==> src/hdl/vec_pkg.sv <==
/*
 vacuum ejector controller: shared constants, reset values and mode type.
 assumes a 100 MHz system clock; vacuum values are sensor counts.
*/
package vec_pkg;
   // clock and time bases
   localparam int VEC_CLK_NS = 10;
   localparam int VEC_DEB_MS = 10;
   localparam int VEC_TICK_MS = 10;
   localparam int VEC_HOLD_S = 3;
   localparam int VEC_FLASH_MS = 250;
   localparam int VEC_DEB_CYC = VEC_DEB_MS * 1000000 / VEC_CLK_NS;
   localparam int VEC_TICK_CYC = VEC_TICK_MS * 1000000 / VEC_CLK_NS;
   localparam int VEC_HOLD_CYC = VEC_HOLD_S * 1000000000 / VEC_CLK_NS;
   localparam int VEC_FLASH_CYC = VEC_FLASH_MS * 1000000 / VEC_CLK_NS;
   // data widths
   localparam int VEC_VAC_W = 12;
   localparam int VEC_LIM_W = 10;
   localparam int VEC_BLOW_W = 10;
   // blow-off time in hundredths of a second, 0 selects external mode
   localparam logic [VEC_BLOW_W-1:0] VEC_BLOW_MAX = 10'h3e7;
   // zero calibration window: 3 percent of full scale
   localparam int VEC_FULL_SCALE = 1000;
   localparam int VEC_CAL_PCT = 3;
   localparam int VEC_CAL_LIM = VEC_FULL_SCALE * VEC_CAL_PCT / 100;
   // reset values of the configuration
   localparam logic [VEC_LIM_W-1:0] VEC_RST_SAVE_UP = 10'h258;
   localparam logic [VEC_LIM_W-1:0] VEC_RST_SAVE_LO = 10'h1f4;
   localparam logic [VEC_LIM_W-1:0] VEC_RST_PART_ON = 10'h190;
   localparam logic [VEC_LIM_W-1:0] VEC_RST_PART_OFF = 10'h15e;
   localparam logic [VEC_BLOW_W-1:0] VEC_RST_BLOW = 10'h000;
   localparam logic VEC_RST_CTRL = 1'b1;
   // debounced input bit positions
   localparam int VEC_IN_SUC = 0;
   localparam int VEC_IN_BLOW = 1;
   localparam int VEC_IN_MENU = 2;
   localparam int VEC_IN_PLUS = 3;
   localparam int VEC_IN_N = 4;

   typedef enum logic {VEC_AUTO, VEC_MANUAL} vec_mode_t;
endpackage : vec_pkg

==> src/hdl/vec_debounce.sv <==
/*
 two-flop synchroniser and stability debouncer, one lane per input bit.
 assumes raw inputs are asynchronous pins; outputs are clean levels.
*/
`timescale 1ns/1ns
`default_nettype none
module vec_debounce #(
   parameter int N = 4,
   parameter int DB_CYCLES = 1000000
) (
   input wire logic clk_sys,
   input wire logic sys_rst,
   input wire logic [N-1:0] raw,
   output logic [N-1:0] clean
);
   localparam int CW = $clog2(DB_CYCLES + 1);

   genvar i;
   generate
      for (i = 0; i < N; i++)
      begin : g_lane
         logic s1, s2, lvl, next_lvl;
         logic [CW-1:0] cnt, next_cnt;
         // accept a new level only after it stood for DB_CYCLES
         always_comb
         begin
            next_lvl = lvl;
            next_cnt = '0;
            if (s2 != lvl)
            begin
               if (cnt == CW'(DB_CYCLES - 1))
                  next_lvl = s2;
               else
                  next_cnt = cnt + 1'b1;
            end
         end
         always_ff @(posedge clk_sys or posedge sys_rst)
         begin
            if (sys_rst)
            begin
               s1 <= 1'b0;
               s2 <= 1'b0;
               lvl <= 1'b0;
               cnt <= '0;
            end
            else
            begin
               s1 <= raw[i];
               s2 <= s1;
               lvl <= next_lvl;
               cnt <= next_cnt;
            end
         end
         assign clean[i] = lvl;
      end
   endgenerate
endmodule : vec_debounce
`default_nettype wire

==> src/hdl/vec_blow_timer.sv <==
/*
 blow-off duration timer counting down in 10 ms ticks.
 assumes start is a one-cycle pulse on the system clock.
*/
`timescale 1ns/1ns
`default_nettype none
module vec_blow_timer #(
   parameter int W = 10,
   parameter int TICK_CYCLES = 1000000
) (
   input wire logic clk_sys,
   input wire logic sys_rst,
   input wire logic start,
   input wire logic [W-1:0] load,
   output logic active
);
   logic [31:0] presc, next_presc;
   logic [W-1:0] remain, next_remain;

   // restart on start, else step down once per tick
   always_comb
   begin
      next_presc = presc;
      next_remain = remain;
      if (start)
      begin
         next_presc = '0;
         next_remain = load;
      end
      else if (remain != '0)
      begin
         if (presc == 32'(TICK_CYCLES - 1))
         begin
            next_presc = '0;
            next_remain = remain - 1'b1;
         end
         else
            next_presc = presc + 32'h1;
      end
   end

   always_ff @(posedge clk_sys or posedge sys_rst)
   begin
      if (sys_rst)
      begin
         presc <= '0;
         remain <= '0;
         active <= 1'b0;
      end
      else
      begin
         presc <= next_presc;
         remain <= next_remain;
         active <= (next_remain != '0);
      end
   end
endmodule : vec_blow_timer
`default_nettype wire

==> src/hdl/vec_ctrl.sv <==
/*
 vacuum ejector control core: valves, air saving, part present,
 blow-off modes, manual mode, zero calibration and parameter intake.
 assumes pins for commands and buttons, vacuum samples and config
 on the system clock, and one power-on reset.
*/
`timescale 1ns/1ns
`default_nettype none
module vec_ctrl
   import vec_pkg::*;
#(
   parameter int DEB_CYCLES = VEC_DEB_CYC,
   parameter int TICK_CYCLES = VEC_TICK_CYC,
   parameter int HOLD_CYCLES = VEC_HOLD_CYC,
   parameter int FLASH_CYCLES = VEC_FLASH_CYC
) (
   input wire logic clk_sys,
   input wire logic sys_rst,
   input wire logic cmd_suction,
   input wire logic cmd_blowoff,
   input wire logic btn_menu,
   input wire logic btn_plus,
   input wire logic signed [VEC_VAC_W-1:0] vacuum_raw,
   input wire logic nc_variant,
   input wire logic cfg_load,
   input wire logic cfg_ctrl_enable,
   input wire logic [VEC_LIM_W-1:0] cfg_save_upper_limit,
   input wire logic [VEC_LIM_W-1:0] cfg_save_lower_limit,
   input wire logic [VEC_LIM_W-1:0] cfg_part_on_limit,
   input wire logic [VEC_LIM_W-1:0] cfg_part_off_limit,
   input wire logic [VEC_BLOW_W-1:0] cfg_blow_time,
   input wire logic cal_request,
   output logic nozzle_drive,
   output logic suction_valve,
   output logic blowoff_valve,
   output logic blowoff_indication,
   output logic part_present,
   output logic led_limit1,
   output logic led_limit2,
   output logic led_suction,
   output logic led_blowoff,
   output logic manual_mode,
   output logic cfg_rejected,
   output logic cal_error
);
   logic [VEC_IN_N-1:0] inp, inp_prev;
   vec_mode_t mode, next_mode;
   logic [31:0] hold_cnt, next_hold_cnt, flash_cnt, next_flash_cnt;
   logic wait_rel, next_wait_rel, man_suck, next_man_suck, flash, next_flash;
   logic ctrl_en, next_ctrl_en, rejected, next_rejected;
   logic [VEC_LIM_W-1:0] save_up, next_save_up, save_lo, next_save_lo;
   logic [VEC_LIM_W-1:0] part_on, next_part_on, part_off, next_part_off;
   logic [VEC_BLOW_W-1:0] blow_time, next_blow_time;
   logic signed [VEC_VAC_W-1:0] offset, next_offset;
   logic cal_err, next_cal_err;
   logic signed [VEC_VAC_W:0] diff;
   logic [VEC_VAC_W-1:0] vac;
   logic combo, combo_prev, menu_rise, cmd_chg;
   logic suck_req, blow_req, suck_prev, suck_fall, tmr_active;
   logic blow, suction_on, save_off, next_save_off, gen, part, next_part;

   // clean, synchronised commands and buttons
   vec_debounce #(
      .N(VEC_IN_N),
      .DB_CYCLES(DEB_CYCLES)
   ) u_deb (
      .clk_sys(clk_sys),
      .sys_rst(sys_rst),
      .raw({btn_plus, btn_menu, cmd_blowoff, cmd_suction}),
      .clean(inp)
   );

   // button and command edge terms
   assign combo = inp[VEC_IN_MENU] & inp[VEC_IN_PLUS];
   assign combo_prev = inp_prev[VEC_IN_MENU] & inp_prev[VEC_IN_PLUS];
   assign menu_rise = inp[VEC_IN_MENU] & ~inp_prev[VEC_IN_MENU];
   assign cmd_chg = (inp[VEC_IN_SUC] != inp_prev[VEC_IN_SUC])
                  | (inp[VEC_IN_BLOW] != inp_prev[VEC_IN_BLOW]);

   // operating mode, manual suction toggle and led flashing
   always_comb
   begin
      next_mode = mode;
      next_hold_cnt = '0;
      next_wait_rel = wait_rel;
      next_man_suck = man_suck;
      next_flash_cnt = '0;
      next_flash = 1'b0;
      unique case (mode)
         VEC_AUTO:
         begin
            next_man_suck = 1'b0;
            next_wait_rel = 1'b0;
            if (combo)
            begin
               if (hold_cnt == 32'(HOLD_CYCLES - 1))
               begin
                  next_mode = VEC_MANUAL;
                  next_wait_rel = 1'b1;
                  next_flash = 1'b1;
               end
               else
                  next_hold_cnt = hold_cnt + 32'h1;
            end
         end
         VEC_MANUAL:
         begin
            next_flash = flash;
            next_flash_cnt = flash_cnt + 32'h1;
            if (flash_cnt == 32'(FLASH_CYCLES - 1))
            begin
               next_flash_cnt = '0;
               next_flash = ~flash;
            end
            if (!inp[VEC_IN_MENU] && !inp[VEC_IN_PLUS])
               next_wait_rel = 1'b0;
            if (cmd_chg)
               next_mode = VEC_AUTO;
            else if (combo && !combo_prev && !wait_rel)
               next_mode = VEC_AUTO;
            else if (menu_rise && !inp[VEC_IN_PLUS])
               next_man_suck = ~man_suck;
            if (next_mode == VEC_AUTO)
            begin
               next_man_suck = 1'b0;
               next_flash = 1'b0;
            end
         end
      endcase
   end

   // parameter intake and zero calibration, automatic mode only
   always_comb
   begin
      next_ctrl_en = ctrl_en;
      next_save_up = save_up;
      next_save_lo = save_lo;
      next_part_on = part_on;
      next_part_off = part_off;
      next_blow_time = blow_time;
      next_rejected = rejected;
      next_offset = offset;
      next_cal_err = cal_err;
      if (cfg_load)
      begin
         if (mode == VEC_AUTO && cfg_blow_time <= VEC_BLOW_MAX)
         begin
            next_ctrl_en = cfg_ctrl_enable;
            next_save_up = cfg_save_upper_limit;
            next_save_lo = cfg_save_lower_limit;
            next_part_on = cfg_part_on_limit;
            next_part_off = cfg_part_off_limit;
            next_blow_time = cfg_blow_time;
            next_rejected = 1'b0;
         end
         else
            next_rejected = 1'b1;
      end
      if (cal_request && mode == VEC_AUTO)
      begin
         // signed compare on both ends, so negative offsets are judged too
         if (vacuum_raw <= $signed(VEC_VAC_W'(VEC_CAL_LIM))
             && vacuum_raw >= -$signed(VEC_VAC_W'(VEC_CAL_LIM)))
         begin
            next_offset = vacuum_raw;
            next_cal_err = 1'b0;
         end
         else
            next_cal_err = 1'b1;
      end
   end

   // corrected vacuum, clamped at zero
   assign diff = {vacuum_raw[VEC_VAC_W-1], vacuum_raw} - {offset[VEC_VAC_W-1], offset};
   assign vac = diff[VEC_VAC_W] ? '0 : diff[VEC_VAC_W-1:0];

   // demand selection: manual buttons or external commands
   always_comb
   begin
      if (mode == VEC_MANUAL)
      begin
         suck_req = man_suck;
         blow_req = inp[VEC_IN_PLUS] & ~inp[VEC_IN_MENU];
      end
      else
      begin
         suck_req = inp[VEC_IN_SUC];
         blow_req = inp[VEC_IN_BLOW];
      end
   end
   assign suck_fall = suck_prev & ~suck_req;

   // timed blow-off only for a nonzero time
   vec_blow_timer #(
      .W(VEC_BLOW_W),
      .TICK_CYCLES(TICK_CYCLES)
   ) u_tmr (
      .clk_sys(clk_sys),
      .sys_rst(sys_rst),
      .start(suck_fall && blow_time != '0),
      .load(blow_time),
      .active(tmr_active)
   );

   // blow-off priority, air saving and part present
   always_comb
   begin
      blow = blow_req | tmr_active;
      suction_on = suck_req & ~blow;
      next_save_off = save_off;
      if (!suction_on || !ctrl_en)
         next_save_off = 1'b0;
      else if (vac >= VEC_VAC_W'(save_up))
         next_save_off = 1'b1;
      else if (vac < VEC_VAC_W'(save_lo))
         next_save_off = 1'b0;
      gen = suction_on & ~next_save_off;
      next_part = part;
      if (vac >= VEC_VAC_W'(part_on))
         next_part = 1'b1;
      else if (vac < VEC_VAC_W'(part_off))
         next_part = 1'b0;
   end

   // register all state and outputs
   always_ff @(posedge clk_sys or posedge sys_rst)
   begin
      if (sys_rst)
      begin
         mode <= VEC_AUTO;
         hold_cnt <= '0;
         flash_cnt <= '0;
         wait_rel <= 1'b0;
         man_suck <= 1'b0;
         flash <= 1'b0;
         inp_prev <= '0;
         ctrl_en <= VEC_RST_CTRL;
         save_up <= VEC_RST_SAVE_UP;
         save_lo <= VEC_RST_SAVE_LO;
         part_on <= VEC_RST_PART_ON;
         part_off <= VEC_RST_PART_OFF;
         blow_time <= VEC_RST_BLOW;
         rejected <= 1'b0;
         offset <= '0;
         cal_err <= 1'b0;
         suck_prev <= 1'b0;
         save_off <= 1'b0;
         part <= 1'b0;
         nozzle_drive <= 1'b0;
         suction_valve <= 1'b0;
         blowoff_valve <= 1'b0;
         blowoff_indication <= 1'b0;
         part_present <= 1'b0;
         led_limit1 <= 1'b0;
         led_limit2 <= 1'b0;
         led_suction <= 1'b0;
         led_blowoff <= 1'b0;
         manual_mode <= 1'b0;
         cfg_rejected <= 1'b0;
         cal_error <= 1'b0;
      end
      else
      begin
         mode <= next_mode;
         hold_cnt <= next_hold_cnt;
         flash_cnt <= next_flash_cnt;
         wait_rel <= next_wait_rel;
         man_suck <= next_man_suck;
         flash <= next_flash;
         inp_prev <= inp;
         ctrl_en <= next_ctrl_en;
         save_up <= next_save_up;
         save_lo <= next_save_lo;
         part_on <= next_part_on;
         part_off <= next_part_off;
         blow_time <= next_blow_time;
         rejected <= next_rejected;
         offset <= next_offset;
         cal_err <= next_cal_err;
         suck_prev <= suck_req;
         save_off <= next_save_off;
         part <= next_part;
         nozzle_drive <= nc_variant ? gen : ~gen;
         suction_valve <= gen;
         blowoff_valve <= blow;
         blowoff_indication <= blow;
         part_present <= next_part;
         led_limit1 <= (next_mode == VEC_MANUAL) ? next_flash : next_save_off;
         led_limit2 <= (next_mode == VEC_MANUAL) ? next_flash : next_part;
         led_suction <= suction_on;
         led_blowoff <= blow;
         manual_mode <= (next_mode == VEC_MANUAL);
         cfg_rejected <= next_rejected;
         cal_error <= next_cal_err;
      end
   end
endmodule : vec_ctrl
`default_nettype wire

==> config.mk <==
export PLATFORM = sky130hd
export DESIGN_NAME = vec_ctrl
export DESIGN_NICKNAME = d
export VERILOG_FILES = /design/src/hdl/vec_pkg.sv /design/src/hdl/vec_debounce.sv /design/src/hdl/vec_blow_timer.sv /design/src/hdl/vec_ctrl.sv
export SDC_FILE = /design/constraint.sdc
export NUM_CORES = 1
export LEC_CHECK = 0
export ABC_AREA = 1
export BUFFER_PORTS_ARGS = -buffer_cell sky130_fd_sc_hd__buf_4
export CAP_MARGIN = 30
export CORE_UTILIZATION = 40
export DETAILED_ROUTE_END_ITERATION = 16
export GPL_TIMING_DRIVEN = 1
export PLACE_DENSITY = 0.67
export SETUP_SLACK_MARGIN = 0.02
export SYNTH_ARGS = -nofsm -noshare
export SYNTH_HDL_FRONTEND = slang
export SYNTH_SLANG_ARGS = --single-unit
==> constraint.sdc <==
create_clock -name clk_sys -period 18.9 [get_ports clk_sys]
set_clock_uncertainty 0.1 [all_clocks]
set_input_delay 1.89 -clock clk_sys [delete_from_list [all_inputs] [get_ports clk_sys]]
set_output_delay 1.89 -clock clk_sys [all_outputs]
set_load 0.005 [all_outputs]
[After elaboration in Yosys (flattened, before gate mapping)]
Index checks and enable logic that the tools add are counted.
Word-level totals
  output and inout bits: 12
  input port bits: 72
  logic and storage cells: 169
  register bits: 281
Operators by class
  bitwise logic cells: 18
  reductions and logical operators: 26
  add/subtract/negate cells: 9
  equality and inequality tests: 17
  $lt $le $gt $ge: 7
  multiplexer cells: 48
Operators with widths (number)
  $mux 32: 8
  $mux 20: 8
  $add 32x1->32 const B: 3
  $add 20x1->20 const B: 4
  $eq 20x20->1 const B: 4
  $eq 32x20->1 const B: 1
  $eq 32x25->1 const B: 1
  $eq 32x32->1 const B: 1
  $mux 10: 3
  $reduce_bool 10->1: 3
  $ge 12x10->1: 2
  $lt 12x10->1: 2
  $mux 1: 24
  $sub 12x12->13: 1
  $ge 12x6->1 const B: 1
  $le 12x6->1 const B: 1
  $mux 12: 1
  $reduce_and 2->1: 6
  $le 10x10->1 const B: 1
  $sub 10x1->10 const B: 1
  $ne 3x3->1 const B: 3
  $not 1->1: 9
  $logic_and 1x1->1: 8
  $pmux 1 s2: 4
  8 further kinds: 25

[Logic depth before layout (Yosys ltp)]
Gate-level depths: netlist of the first run.
  depth in word-level cells: 13
  mapped depth: 33

[Modules after synthesis]
Synthesis of the first run repeated with hierarchy kept, for this count alone.
Second synthesis, totals
  cells, all modules: 2133
  area, all modules: 16522.1 sq um
By module, submodules not included
  vec_ctrl: cells each 1080, instances 1, area each 8506.9 sq um
  vec_debounce: cells each 618, instances 1, area each 4906.0 sq um
  vec_blow_timer: cells each 435, instances 1, area each 3109.2 sq um

[Worst setup path before layout of the first run]
No wires, ideal clock.
  path type: input to register
  start: input vacuum_raw[0]
  end: register nozzle_drive
  arrival time: 4.694 ns
  setup time: 0.116 ns
  slack: 13.990 ns
  cell stages on the path: 31
  path through: inv_1 ha_1 fa_1 o21ai_2 nand2_1 nand3_1 nand2_1 nand2_2 inv_1 nor2_1 ha_1 o21ai_0 nand2_1 nand2_1 nand2_1 nand2_1 nand2_1 nand2_1 nand2_1 nand2_1 nand3b_1 nand2_1 nand2_1 nand2_1 nand2_1 nor2_1 nand2_1 nand2_1 nand2_1 nand2_1 nand2_1
On the way
  cells in the longest elaborated chain, start to end: 10
  elaborated cells on any way between the ends: 11
Ends and longest elaborated chain
  start: declaration: line vec_ctrl.sv:23  | input wire logic signed [VEC_VAC_W-1:0] vacuum_raw,
  $sub 12x12->13 (*): line vec_ctrl.sv:174  | assign diff = {vacuum_raw[VEC_VAC_W-1], vacuum_raw} - {offset[VEC_VAC_W-1], offset};
  $mux 12 (*): line vec_ctrl.sv:175  | assign vac = diff[VEC_VAC_W] ? '0 : diff[VEC_VAC_W-1:0];
  $lt 12x10->1: line vec_ctrl.sv:215  | else if (vac < VEC_VAC_W'(save_lo))
  $mux 1: line vec_ctrl.sv:215
  $mux 1 (*): line vec_ctrl.sv:213  | else if (vac >= VEC_VAC_W'(save_up))
  $mux 1 (*): line vec_ctrl.sv:211  | if (!suction_on || !ctrl_en)
  $not 1->1 (*): line vec_ctrl.sv:217  | gen = suction_on & ~next_save_off;
  $and 1x1->1 (*): line vec_ctrl.sv:217
  $not 1->1: line vec_ctrl.sv:283  | nozzle_drive <= nc_variant ? gen : ~gen;
  $mux 1 (*): line vec_ctrl.sv:283
  end signal: assignment: line vec_ctrl.sv:283
  end: declaration: line vec_ctrl.sv:33  | output logic nozzle_drive,
Every way passes the cells marked *; elsewhere a longest branch is shown, timed or not.
A chain may end at the register's enable or synchronous reset.

[Worst setup path in the final report of the first run]
  start: input vacuum_raw[0]
  end: register led_limit2
On the way
  cells in the longest elaborated chain, start to end: 6
  elaborated cells on any way between the ends: 7
Ends and longest elaborated chain
  $sub 12x12->13 (*): line vec_ctrl.sv:174
  $mux 12 (*): line vec_ctrl.sv:175
  $lt 12x10->1: line vec_ctrl.sv:221  | else if (vac < VEC_VAC_W'(part_off))
  $mux 1: line vec_ctrl.sv:221
  $mux 1 (*): line vec_ctrl.sv:219  | if (vac >= VEC_VAC_W'(part_on))
  via next_part: line vec_ctrl.sv:60  | logic blow, suction_on, save_off, next_save_off, gen, part, next_part;
  $mux 1 (*): line vec_ctrl.sv:289  | led_limit2 <= (next_mode == VEC_MANUAL) ? next_flash : next_part;
  end signal: assignment: line vec_ctrl.sv:289
  end: declaration: line vec_ctrl.sv:39  | output logic led_limit2,
The timed path passes the listed nets; every way through them passes the cells marked *.

==> impl_results.md, run 1 <==
- Status: finished, final reports clean
- Pins Over Slew Limit: 0
- Port Buffers: 83
- Fin cells: 2,497
- Setup ws final: 13,930 ps
- Primary FF master, synth: dfrtp_1
- Yosys reg bits: 281
- Rows: 71
- M1 WL: 15.8 mm
- Synth unique cells: 61
- Area of the core: 37,600 µm²
- CP delay by family, top: simple AND/OR/NAND/NOR gates
- Cells on Worst Hold Path: 0
- Reg clk slew, reported paths: 60 ps
- R2R cell count: 24
- Io pins: 84
- DRT iter0 DRCs: 769
- Detailed placement HPWL: 23.8 mm
- Via count: 12,398
- Critical path class: in -> reg
- Largest net degree at the start of global routing: 135
- Initial core utilization: 40.6%
- Clock tree from TritonCTS: yes
- Final Critical Period: 4970 ps
- Critical Path RT: 19,220 ps
- CTS Buffer Depth: 3
- Max-cap violations: 0
- Worst Path Buf+Inv: 3
- Wirelength, routed: 32.7 mm
- Unrepaired setup endpoints after global routing: no
- Critical path depth: 26
- Worst IR Drop VDD: 0.0547 mV
- Final ANT Viol Nets: 0
- Layout Nets: 2,090
- Max stage delay on crit path: 440 ps
- Hold WC Path Type: reg -> reg
- Worst-Skew Late Latency: 550 ps
- Clock root buffer: clkbuf_16
- TNS Setup: 0 ps
- Layout area overhead: 15.4%
- Ranking of synthesized cells by area: dfrtp_1 (43%), nand2_1 (8.6%), inv_1 (6.7%)
- Resized Gates After CTS: 0
- Setup-failing EPs final: 0
- Syn Inst Count: 1,862
- Chip Width: 197 µm
- Slew headroom: 41.3%
- CP Capture Type: register
- Comb pwr share: 14.1%
- Met3 wire length: 1.45 mm
- LEAKAGE: 0.00809 µW
- Max Clk Rate: 0.201 GHz
- Synth Net Count: 1,990
- Register area share after synthesis: 46.2%
- Mapped Area: 15,300 µm²
- DRC viols: 0
- Fraction of layout cells with a size suffix above 1: 14.3%
- Sw frac: 26.8%
- Placed cell count: 2,436
- Final Cycle Share: 26.3%
- Final Wtd Congestion: 0.871
- Die area: 38,900 µm²
- TritonCTS buffer count: 34
- Tot GR Track Use: 17.5%
- Mean Syn Cell Area: 8.20 µm²
- Proportion of power drawn by flip-flops and latches: 42.7%
- Clock sinks: 281
- Slew @ Worst Pin: 881 ps
- Post-synth ARST share: 100%
- Cell taking the most area after synthesis: dfrtp_1
- CP max stage cell: fa_1
- First-pass GRT wire length: 56.5 mm
- Die Span Y: 197 µm
- Wire per inst: 13.1 µm
- DR pass1 iterations: 5
- Top sig layer: met4
- Switching pwr: 399 µW
- Power per cell area: 84.4 nW/µm²
- Synth top area share: 42.8%
- Vias in the first global route: 12,106
- Met2 WL post-DR: 14.7 mm
- Vias per cell: 4.97
- Crit Path Max Fanout: 7
- Final-report hold violation count: 0
- Initial antenna violation count: 0
- Crit start category: input port
- Cell mode on critical path: nand2_1
- Setup Buffers After CTS: 0
- Synth warn: 0
- Post-synth EDFFs: 0
- Placement Setup Slack: 13,390 ps
- Part of the power in the clock network: 43.2%
- Critical Path AT: 5290 ps
- Hold_buf cts: 0
- H-tree depth: 2
- Cell internal pwr: 1090 µW
- Antenna fix cells: 0
- Fill cells: 3,572
- GRT overflow: 0
==> metal layers <==
layer,GRT usage (%),up-vias
met5,0,-
met4,5.48,0
met3,3.35,57
met2,28.1,228
met1,23.8,5817
li1,-,6296
==> power by group through the flow <==
stage | clock [µW] | sequential, µW | combinational [µW]
after detailed placement | 0 | 645 | 209
after CTS | 663 | 634 | 211
final | 643 | 634 | 210
after floorplan | 0 | 642 | 150
after global routing | 685 | 636 | 245
after global placement | 0 | 644 | 201
==> cells in the final DEF, fill, tap and decap left out, types with 4 or more instances in the layout <==
cell type,count
nand2_1,350
o211ai_1,4
nor3_4,5
xor2_1,40
o21ai_1,10
inv_2,25
nor2_2,29
nor4_1,33
o21a_1,18
dfrtp_1,261
clkbuf_16,34
nor2_1,197
mux2_2,4
clkinv_1,4
nand4_1,50
nor2_4,5
clkbuf_8,9
nor3b_1,8
ha_1,55
a21oi_1,95
nand3b_1,8
nor3_2,13
clkinv_2,5
inv_1,270
and3_1,6
buf_4,86
a211oi_1,9
nand3_1,71
nor3_1,67
nand3_2,7
clkbuf_1,4
o21ai_0,92
a31oi_1,9
xnor2_1,15
nand2_2,10
dfstp_2,20
==> metrics by stage <==
step / hold slack, ps / instance area [µm²] / power [µW] / util (%)
3_5_place_dp: 236 / 16500 / 854 / 43.9
6_report: 229 / 17600 / 1490 / 46.9
2_1_floorplan: 231 / 15300 / 792 / -
5_1_grt: 240 / 17600 / 1570 / 46.9
4_1_cts: 235 / 17600 / 1510 / 46.8
3_3_place_gp: 233 / 16500 / 846 / 43.8
==> worst reg2reg max path: stages, from the launching register on <==
cell,delay [ps]
dfrtp_1,400
ha_1,230
fa_1,440
o21ai_2,230
nand2_1,120
nand3_1,100
nand2_1,90
nand2_2,140
inv_1,140
nor2_1,290
ha_1,300
a21boi_0,120
o21a_1,160
o21ai_0,150
nand2_1,70
nand2_1,60
nand2_1,40
a21oi_1,120
nand2_1,70
nand3_1,70
a21oi_1,70
nor2_1,100
nand2_1,80
nand2_1,60
nand2_1,40
==> sequential cells by signal, indices dropped and copies added (netlist names), 4 cells and up <==
name	flops
save_lo	10
u_deb.g_lane.cnt	80
save_up	10
u_tmr.remain	10
u_deb.g_lane.lvl	4
part_on	10
blow_time	10
inp_prev	4
flash_cnt	32
offset	12
u_deb.g_lane.s2	4
part_off	10
u_deb.g_lane.s1	4
hold_cnt	32
u_tmr.presc	32
==> final timing paths <==
kind / from / to / slack (ps)
worst min-delay path: u_deb.g_lane[0].s1$_DFF_PP0_ / u_deb.g_lane[0].s2$_DFF_PP0_ / 230
worst min register to register: u_deb.g_lane[0].s1$_DFF_PP0_ / u_deb.g_lane[0].s2$_DFF_PP0_ / 230
max in group asynchronous: sys_rst / u_tmr.presc[17]$_DFFE_PP0P_ / 15890
min in group asynchronous: sys_rst / cal_err$_DFFE_PP0P_ / 1160
worst max-delay path: vacuum_raw[0] / led_limit2$_DFF_PP0_ / 13930
worst max register to register: offset[0]$_DFFE_PP0P_ / led_limit2$_DFF_PP0_ / 15020
==> cell type report <==
cell class / instances / area (µm²) / area share (%)
clock inverters: 13 / 121 / 0.689
well taps: 511 / 639 / 3.63
flip-flops and latches: 281 / 7060 / 40.1
clock buffers: 47 / 990 / 5.62
inverters: 300 / 1130 / 6.43
repair buffers: 88 / 701 / 3.98
multi-input cells: 1257 / 6980 / 39.6
==> synth_stat cells, types with 5 or more instances <==
library cell	n
a211oi_1	9
a21oi_1	95
a31oi_1	9
and3_1	6
buf_1	6
clkbuf_1	13
dfrtp_1	261
dfstp_2	20
ha_1	55
inv_1	272
inv_2	24
nand2_1	350
nand2_2	10
nand3_1	71
nand3_2	7
nand3b_1	8
nand4_1	50
nor2_1	197
nor2_2	29
nor2_4	5
nor3_1	67
nor3_2	13
nor3_4	5
nor3b_1	8
nor4_1	33
o21a_1	18
o21ai_0	92
o21ai_1	10
xnor2_1	15
xor2_1	40
==> cells by family (layout without fill, tap and decap cells) <==
logic type / count (synthesis) / in the layout / share of synthesized area, %
muxes: 4 / 4 / 0.295
and+or+nand+nor: 882 / 882 / 28.0
adders and majority gates: 56 / 56 / 4.64
xor gates and xnor gates: 55 / 55 / 3.16
buffers and inverters: 324 / 448 / 8.04
DFF: 281 / 281 / 46.2
AOI/OAI and AO/OA: 260 / 260 / 9.67
No activity file was read; power rests on OpenSTA's default activity.
==> run 2: changes to the inputs <==
--- a/config.mk
+++ b/config.mk
@@ -11,7 +11,7 @@
 export CORE_UTILIZATION = 40
 export DETAILED_ROUTE_END_ITERATION = 16
 export GPL_TIMING_DRIVEN = 1
-export PLACE_DENSITY = 0.67
+export PLACE_DENSITY = 0.69
 export SETUP_SLACK_MARGIN = 0.02
 export SYNTH_ARGS = -nofsm -noshare
 export SYNTH_HDL_FRONTEND = slang
==> constraint.sdc (replaced) <==
create_clock -name clk_sys -period 4 [get_ports clk_sys]
set_clock_uncertainty 0.1 [all_clocks]
set_input_delay 0.4 -clock clk_sys [delete_from_list [all_inputs] [get_ports clk_sys]]
set_output_delay 0.4 -clock clk_sys [all_outputs]
set_load 0.005 [all_outputs]
==> run 2 against run 1 <==
Net effect:
- die area stayed put
- flip-flop and latch count is the same
- clock power rose to 4.7 times the previous value
- final cell count is 2.6% higher
- critical path type is now reg -> reg
- largest cell class unchanged
==> impl_results.md, run 2 (synthesis results as in run 1) <==
- Setup ws final: 390 ps (-13,540 ps)
- Port Buffers: 83 (unchanged)
- Final Wtd Congestion: 0.856 (-1.7%)
- Final ANT Viol Nets: 0 (unchanged)
- Final Critical Period: 3610 ps
- Via count: 12,587 (+1.5%)
- Detailed placement HPWL: 24.1 mm (+1.5%)
- Final Cycle Share: 90.2%
- Worst-Skew Late Latency: 580 ps (+30 ps)
- CTS Buffer Depth: 3 (unchanged)
- Wirelength, routed: 33.9 mm (+3.6%)
- Io pins: 84 (unchanged)
- Status: finished, final reports clean
- Most frequent cells in the layout: nand2_1 (348), inv_1 (269), dfrtp_1 (261)
- Clock root buffer: clkbuf_16
- DR pass1 iterations: 5 (unchanged)
- Crit start category: register
- Reg clk slew, reported paths: 60 ps (about the same)
- Critical Path RT: 4360 ps (-14,860 ps)
- Tot GR Track Use: 17.9% (+0.44 points)
- TNS Setup: 0 ps (unchanged)
- Worst IR Drop VDD: 0.326 mV (+500%)
- H-tree depth: 1 (-1)
- Largest net degree at the start of global routing: 99 (-27%)
- Initial core utilization: 40.6% (unchanged)
- DRC viols: 0 (unchanged)
- LEAKAGE: 0.00837 µW (+3.4%)
- Clock sinks: 281 (unchanged)
- Rows: 71 (unchanged)
- Crit Path Max Fanout: 7 (unchanged)
- Layout Nets: 2,154 (+3.1%)
- Most common cell after layout, fill and taps aside: nand2_1
- Placement Setup Slack: 22.2 ps (-13,370 ps)
- Die Span Y: 197 µm (unchanged)
- Reg with most FFs: u_deb.g_lane.cnt
- Hold WC Path Type: in -> reg
- Wire per inst: 13.2 µm (+0.98%)
- Fin cells: 2,561 (+2.6%)
- Slew @ Worst Pin: 821 ps (-59.7 ps)
- Chip Width: 197 µm (unchanged)
- Die area: 38,900 µm² (unchanged)
- Fraction of layout cells with a size suffix above 1: 14.5% (+0.24 points)
- Worst hold slack: 25.5 ps (-203 ps)
- Critical path class: reg -> reg
- CP Capture Type: register
- DRT iter0 DRCs: 694 (-9.8%)
- Vias per cell: 4.91 (-1.0%)
- Vias in the first global route: 12,442 (+2.8%)
- Layout area overhead: 19.8%
- First-pass GRT wire length: 58.6 mm (+3.6%)
- Antenna fix cells: 0 (unchanged)
- Critical Path AT: 3970 ps (-1320 ps)
- Final core occ: 48.7% (+1.8 points)
- GRT overflow: 0 (unchanged)
- Setup-failing EPs final: 0 (unchanged)
- Unrepaired setup endpoints after global routing: no
- Largest register FFs: 80 (unchanged)
- Area of the core: 37,600 µm² (unchanged)
- Power per cell area: 389 nW/µm² (+360%)
- Max-cap violations: 0 (unchanged)
- Pins Over Slew Limit: 0 (unchanged)
- Slew headroom: 45.1% (+3.9 points)
- Initial antenna violation count: 0 (unchanged)
- Placed cell count: 2,443 (+0.29%)
- Max Clk Rate: 0.277 GHz
- TritonCTS buffer count: 31 (-8.8%)
- Clock tree from TritonCTS: yes
- Final-report hold violation count: 0 (unchanged)
run 2: cell count changes in the layout (fill, tap and decap cells not counted), moves of 2 or more:
cell           before  now
dlygate4sd3_1       0   57
buf_4              86   95
bufinv_16           1    5
buf_12              0    3
clkbuf_16          34   31
clkinv_2            5    8
buf_16              2    0
clkbuf_8            9    7
ha_1               55   53
inv_6               3    1
nand2_1           350  348
run 2: final timing paths:
| check | slack [ps] | end | startpoint | cells after the start |
|---|---|---|---|---|
| worst max-delay path | 390 | led_limit2$_DFF_PP0_ | offset[0]$_DFFE_PP0P_ | 24 |
| worst min-delay path | 30 | blow_time[7]$_DFFE_PP0P_ | cfg_blow_time[7] | 3 |
| worst max register to register | 390 | led_limit2$_DFF_PP0_ | offset[0]$_DFFE_PP0P_ | 24 |
| worst min register to register | 250 | u_deb.g_lane[1].s2$_DFF_PP0_ | u_deb.g_lane[1].s1$_DFF_PP0_ | 0 |
| max in group asynchronous | 2400 | u_tmr.presc[31]$_DFFE_PP0P_ | sys_rst | 4 |
| min in group asynchronous | 440 | nozzle_drive$_DFF_PP0_ | sys_rst | 3 |
run 2: critical path, cell delays in order, from the launching register on:
cell,delay [ps]
dfrtp_1,390
ha_1,240
fa_2,410
o21ai_4,180
nand2_2,90
nand3_1,90
nand2_1,100
nand2_4,120
clkinvlp_4,170
nor2_4,180
ha_1,240
a21boi_0,120
o21a_1,160
o21ai_0,140
nand2_1,70
nand2_1,60
nand2_1,50
a21oi_2,120
nand2_1,60
nand3_1,60
a21oi_1,60
nor2_1,80
nand2_1,90
nand2_1,60
nand2_1,50
run 2: power by group:
part	switching, µW	internal (µW)	total [µW]
Sequential	47.1	2950	3000
Clock	1160	1870	3030
Combinational	637	452	1090
run 2: final cells by class:
cell class	instances	area (µm²)
multi-input combinational	1257	7020
sequential	281	7060
clock inverter	14	199
inverter	300	1130
tap	511	639
fill	3569	19300
timing repair buffer	155	1340
clock buffer	43	891
run 2: repair_timing:
item,CTS,global route
setup buffers,0,4
hold endpoints to repair,78,0
resized for setup,0,11
setup endpoints to repair,0,6
hold buffers,57,0
run 2: layer usage:
metal  track usage [%]  part of all wire (%)  up-vias
met1              24.8                    48     5917
met5                 0                     0        -
met4              4.57                   2.3        0
met3              2.49                   3.6       53
met2              29.5                    46      196
li1                  -                     -     6421
run 2: stage by stage:
step	cell area [µm²]	total power, µW
2_1_floorplan	15300	3740
3_3_place_gp	16500	4010
3_5_place_dp	16500	4040
4_1_cts	18200	7150
5_1_grt	18300	7490
6_report	18300	7110
==> run 3: changes to the inputs <==
--- a/config.mk
+++ b/config.mk
@@ -6,12 +6,13 @@
 export NUM_CORES = 1
 export LEC_CHECK = 0
 export ABC_AREA = 1
+export ABC_CLOCK_PERIOD_IN_PS = 4000
 export BUFFER_PORTS_ARGS = -buffer_cell sky130_fd_sc_hd__buf_4
 export CAP_MARGIN = 30
-export CORE_UTILIZATION = 40
+export CORE_UTILIZATION = 45
 export DETAILED_ROUTE_END_ITERATION = 16
 export GPL_TIMING_DRIVEN = 1
-export PLACE_DENSITY = 0.69
+export PLACE_DENSITY = 0.75
 export SETUP_SLACK_MARGIN = 0.02
 export SYNTH_ARGS = -nofsm -noshare
 export SYNTH_HDL_FRONTEND = slang
==> run 3 against run 2 <==
Net effect:
- utilization grew 5.8 points
- clock-buffer cell count down 4
- combinational power about the same
- via count is 0.45% higher
==> impl_results.md, run 3 (synthesis results as in run 1) <==
- DRC viols: 0 (unchanged)
- Unrepaired setup endpoints after global routing: no
- Power per cell area: 397 nW/µm² (+2.2%)
- Worst-Skew Late Latency: 570 ps (about the same)
- Top sig layer: met4
- Met2 WL post-DR: 15.8 mm (+1.2%)
- Clock root buffer: clkbuf_16
- Final Critical Period: 3560 ps (-53.3 ps)
- Reg clk slew, reported paths: 60 ps (about the same)
- Placed cell count: 2,382 (-2.5%)
- Final Cycle Share: 88.9% (-1.3 points)
- Most frequent cells in the layout: nand2_1 (350), inv_1 (270), dfrtp_1 (261)
- Cell mode on critical path: nand2_1
- Die area: 34,700 µm² (-11%)
- Layout Nets: 2,153 (-0.046%)
- Met3 wire length: 1.34 mm (+11%)
- Critical Path AT: 3920 ps (-50 ps)
- Cell internal pwr: 5390 µW (+2.4%)
- Launch point of the worst path: offset[0]$_DFFE_PP0P_
- Wire per inst: 13.4 µm (+1.4%)
- Part of the power in the clock network: 43.8% (+1.3 points)
- CP Capture Type: register
- CP max stage cell: fa_1
- Area of the core: 33,400 µm² (-11%)
- Vias per cell: 5.06 (+3.0%)
- H-tree depth: 1 (unchanged)
- Sw frac: 25.6% (-0.37 points)
- Clock tree from TritonCTS: yes
- Chip Width: 186 µm (-5.7%)
- Critical Path RT: 4370 ps (about the same)
- Comb pwr share: 14.9% (-0.4 points)
- Rows: 67 (-5.6%)
- DRT iter0 DRCs: 751 (+8.2%)
- Final ANT Viol Nets: 0 (unchanged)
- GRT overflow: 0 (unchanged)
- Critical path class: reg -> reg
- Via count: 12,644 (+0.45%)
- Slew headroom: 43.8% (-1.4 points)
- Clock sinks: 281 (unchanged)
- Slew @ Worst Pin: 841 ps (+20.4 ps)
- Final Wtd Congestion: 0.910 (+6.3%)
- Fin cells: 2,497 (-2.5%)
- Max-cap violations: 0 (unchanged)
- HP Start: cfg_blow_time[7]
- Max stage delay on crit path: 430 ps (+20 ps)
- Vias in the first global route: 12,682 (+1.9%)
- Largest net degree at the start of global routing: 76 (-23%)
- Reg2reg start: offset[0]$_DFFE_PP0P_
- DR pass1 iterations: 6 (+1)
- Die Span Y: 186 µm (-5.7%)
- M1 WL: 15.4 mm (-5.2%)
- CTS Buffer Depth: 3 (unchanged)
- Layout area overhead: 19.5%
- Fraction of layout cells with a size suffix above 1: 14.3% (-0.19 points)
- Final core occ: 54.5% (+5.8 points)
- Final-report hold violation count: 0 (unchanged)
- LEAKAGE: 0.00839 µW (+0.25%)
- Most common cell after layout, fill and taps aside: nand2_1
- Initial antenna violation count: 0 (unchanged)
- Wirelength, routed: 33.5 mm (-1.1%)
- Tot GR Track Use: 20.1% (+2.2 points)
- Largest register FFs: 80 (unchanged)
- Proportion of power drawn by flip-flops and latches: 41.3% (-0.8 points)
- Status: finished, final reports clean
- Io pins: 84 (unchanged)
- Worst IR Drop VDD: 0.345 mV (+5.7%)
- Pins Over Slew Limit: 0 (unchanged)
- Crit start category: register
- First-pass GRT wire length: 57.6 mm (-1.7%)
- Max Clk Rate: 0.281 GHz (+1.5%)
- Hold WC Path Type: in -> reg
- Setup-failing EPs final: 0 (unchanged)
- Switching pwr: 1850 µW (+0.42%)
- Crit Path Max Fanout: 7 (unchanged)
- Fill cells: 2,968 (-17%)
- Detailed placement HPWL: 23.9 mm (-0.79%)
- Initial core utilization: 45.6% (+5.0 points)
- Antenna fix cells: 0 (unchanged)
- Reg with most FFs: u_deb.g_lane.cnt
- Port Buffers: 83 (unchanged)
- TritonCTS buffer count: 31 (unchanged)
==> run 3: per-stage QoR <==
| step | TNS (ps) | setup WS (ps) | hold slack (ps) | power, µW | area [µm²] |
|---|---|---|---|---|---|
| 2_1_floorplan | -53500 | -205 | 231 | 3740 | 15300 |
| 3_3_place_gp | 0 | 218 | 234 | 4020 | 16500 |
| 3_5_place_dp | 0 | 131 | 235 | 4060 | 16500 |
| 4_1_cts | 0 | 259 | 18.1 | 7300 | 18200 |
| 5_1_grt | 0 | 36.1 | 64.5 | 7600 | 18200 |
| 6_report | 0 | 444 | 37.9 | 7250 | 18200 |
==> run 3: path summary, 6_finish.rpt <==
check	end	slack, ps	depth (start not counted)
worst max-delay path	nozzle_drive$_DFF_PP0_	440	30
worst min-delay path	blow_time[7]$_DFFE_PP0P_	40	3
worst max register to register	nozzle_drive$_DFF_PP0_	440	30
worst min register to register	u_deb.g_lane[1].s2$_DFF_PP0_	250	0
max in group asynchronous	save_lo[5]$_DFFE_PP1P_	2490	4
min in group asynchronous	u_deb.g_lane[2].s2$_DFF_PP0_	390	3
==> run 3: cell type report <==
type / instances / area [µm²] / share of cell area [%]
inverters: 300 / 1130 / 6.20
well taps: 448 / 561 / 3.07
flip-flops and latches: 281 / 7060 / 38.7
repair buffers: 154 / 1350 / 7.40
clock inverters: 18 / 299 / 1.64
clock buffers: 39 / 846 / 4.64
multi-input cells: 1257 / 6990 / 38.3
==> run 3: power groups by stage <==
stage          Sequential, µW  Clock (µW)  Combinational [µW]
3_3_place_gp             3040           0                 982
6_report                 3000        3170                1080
4_1_cts                  2990        3240                1070
2_1_floorplan            3030           0                 711
5_1_grt                  3000        3340                1260
3_5_place_dp             3040           0                1020
==> run 3: worst max-delay path, delay by kind of cell (launching register included) <==
| family | cells | cell delay, ps |
|---|---|---|
| fa+ha+maj | 3 | 890 |
| flops | 1 | 380 |
| buf+inv | 1 | 130 |
| simple gates | 24 | 1650 |
| compound gates | 2 | 260 |
==> run 3: repair_timing <==
item / in CTS / in global routing
endpoints found under the setup margin: 0 / 6
setup buffers: 0 / 1
gates resized for setup: 0 / 5
hold endpoints to repair: 79 / 0
hold buffers: 57 / 0
==> run 3: layer usage <==
layer  vias up  GRT usage, %
met2       247          34.6
met3        56          2.80
li1       6411             -
met1      5930          26.3
met5         -             0
met4         0          6.26
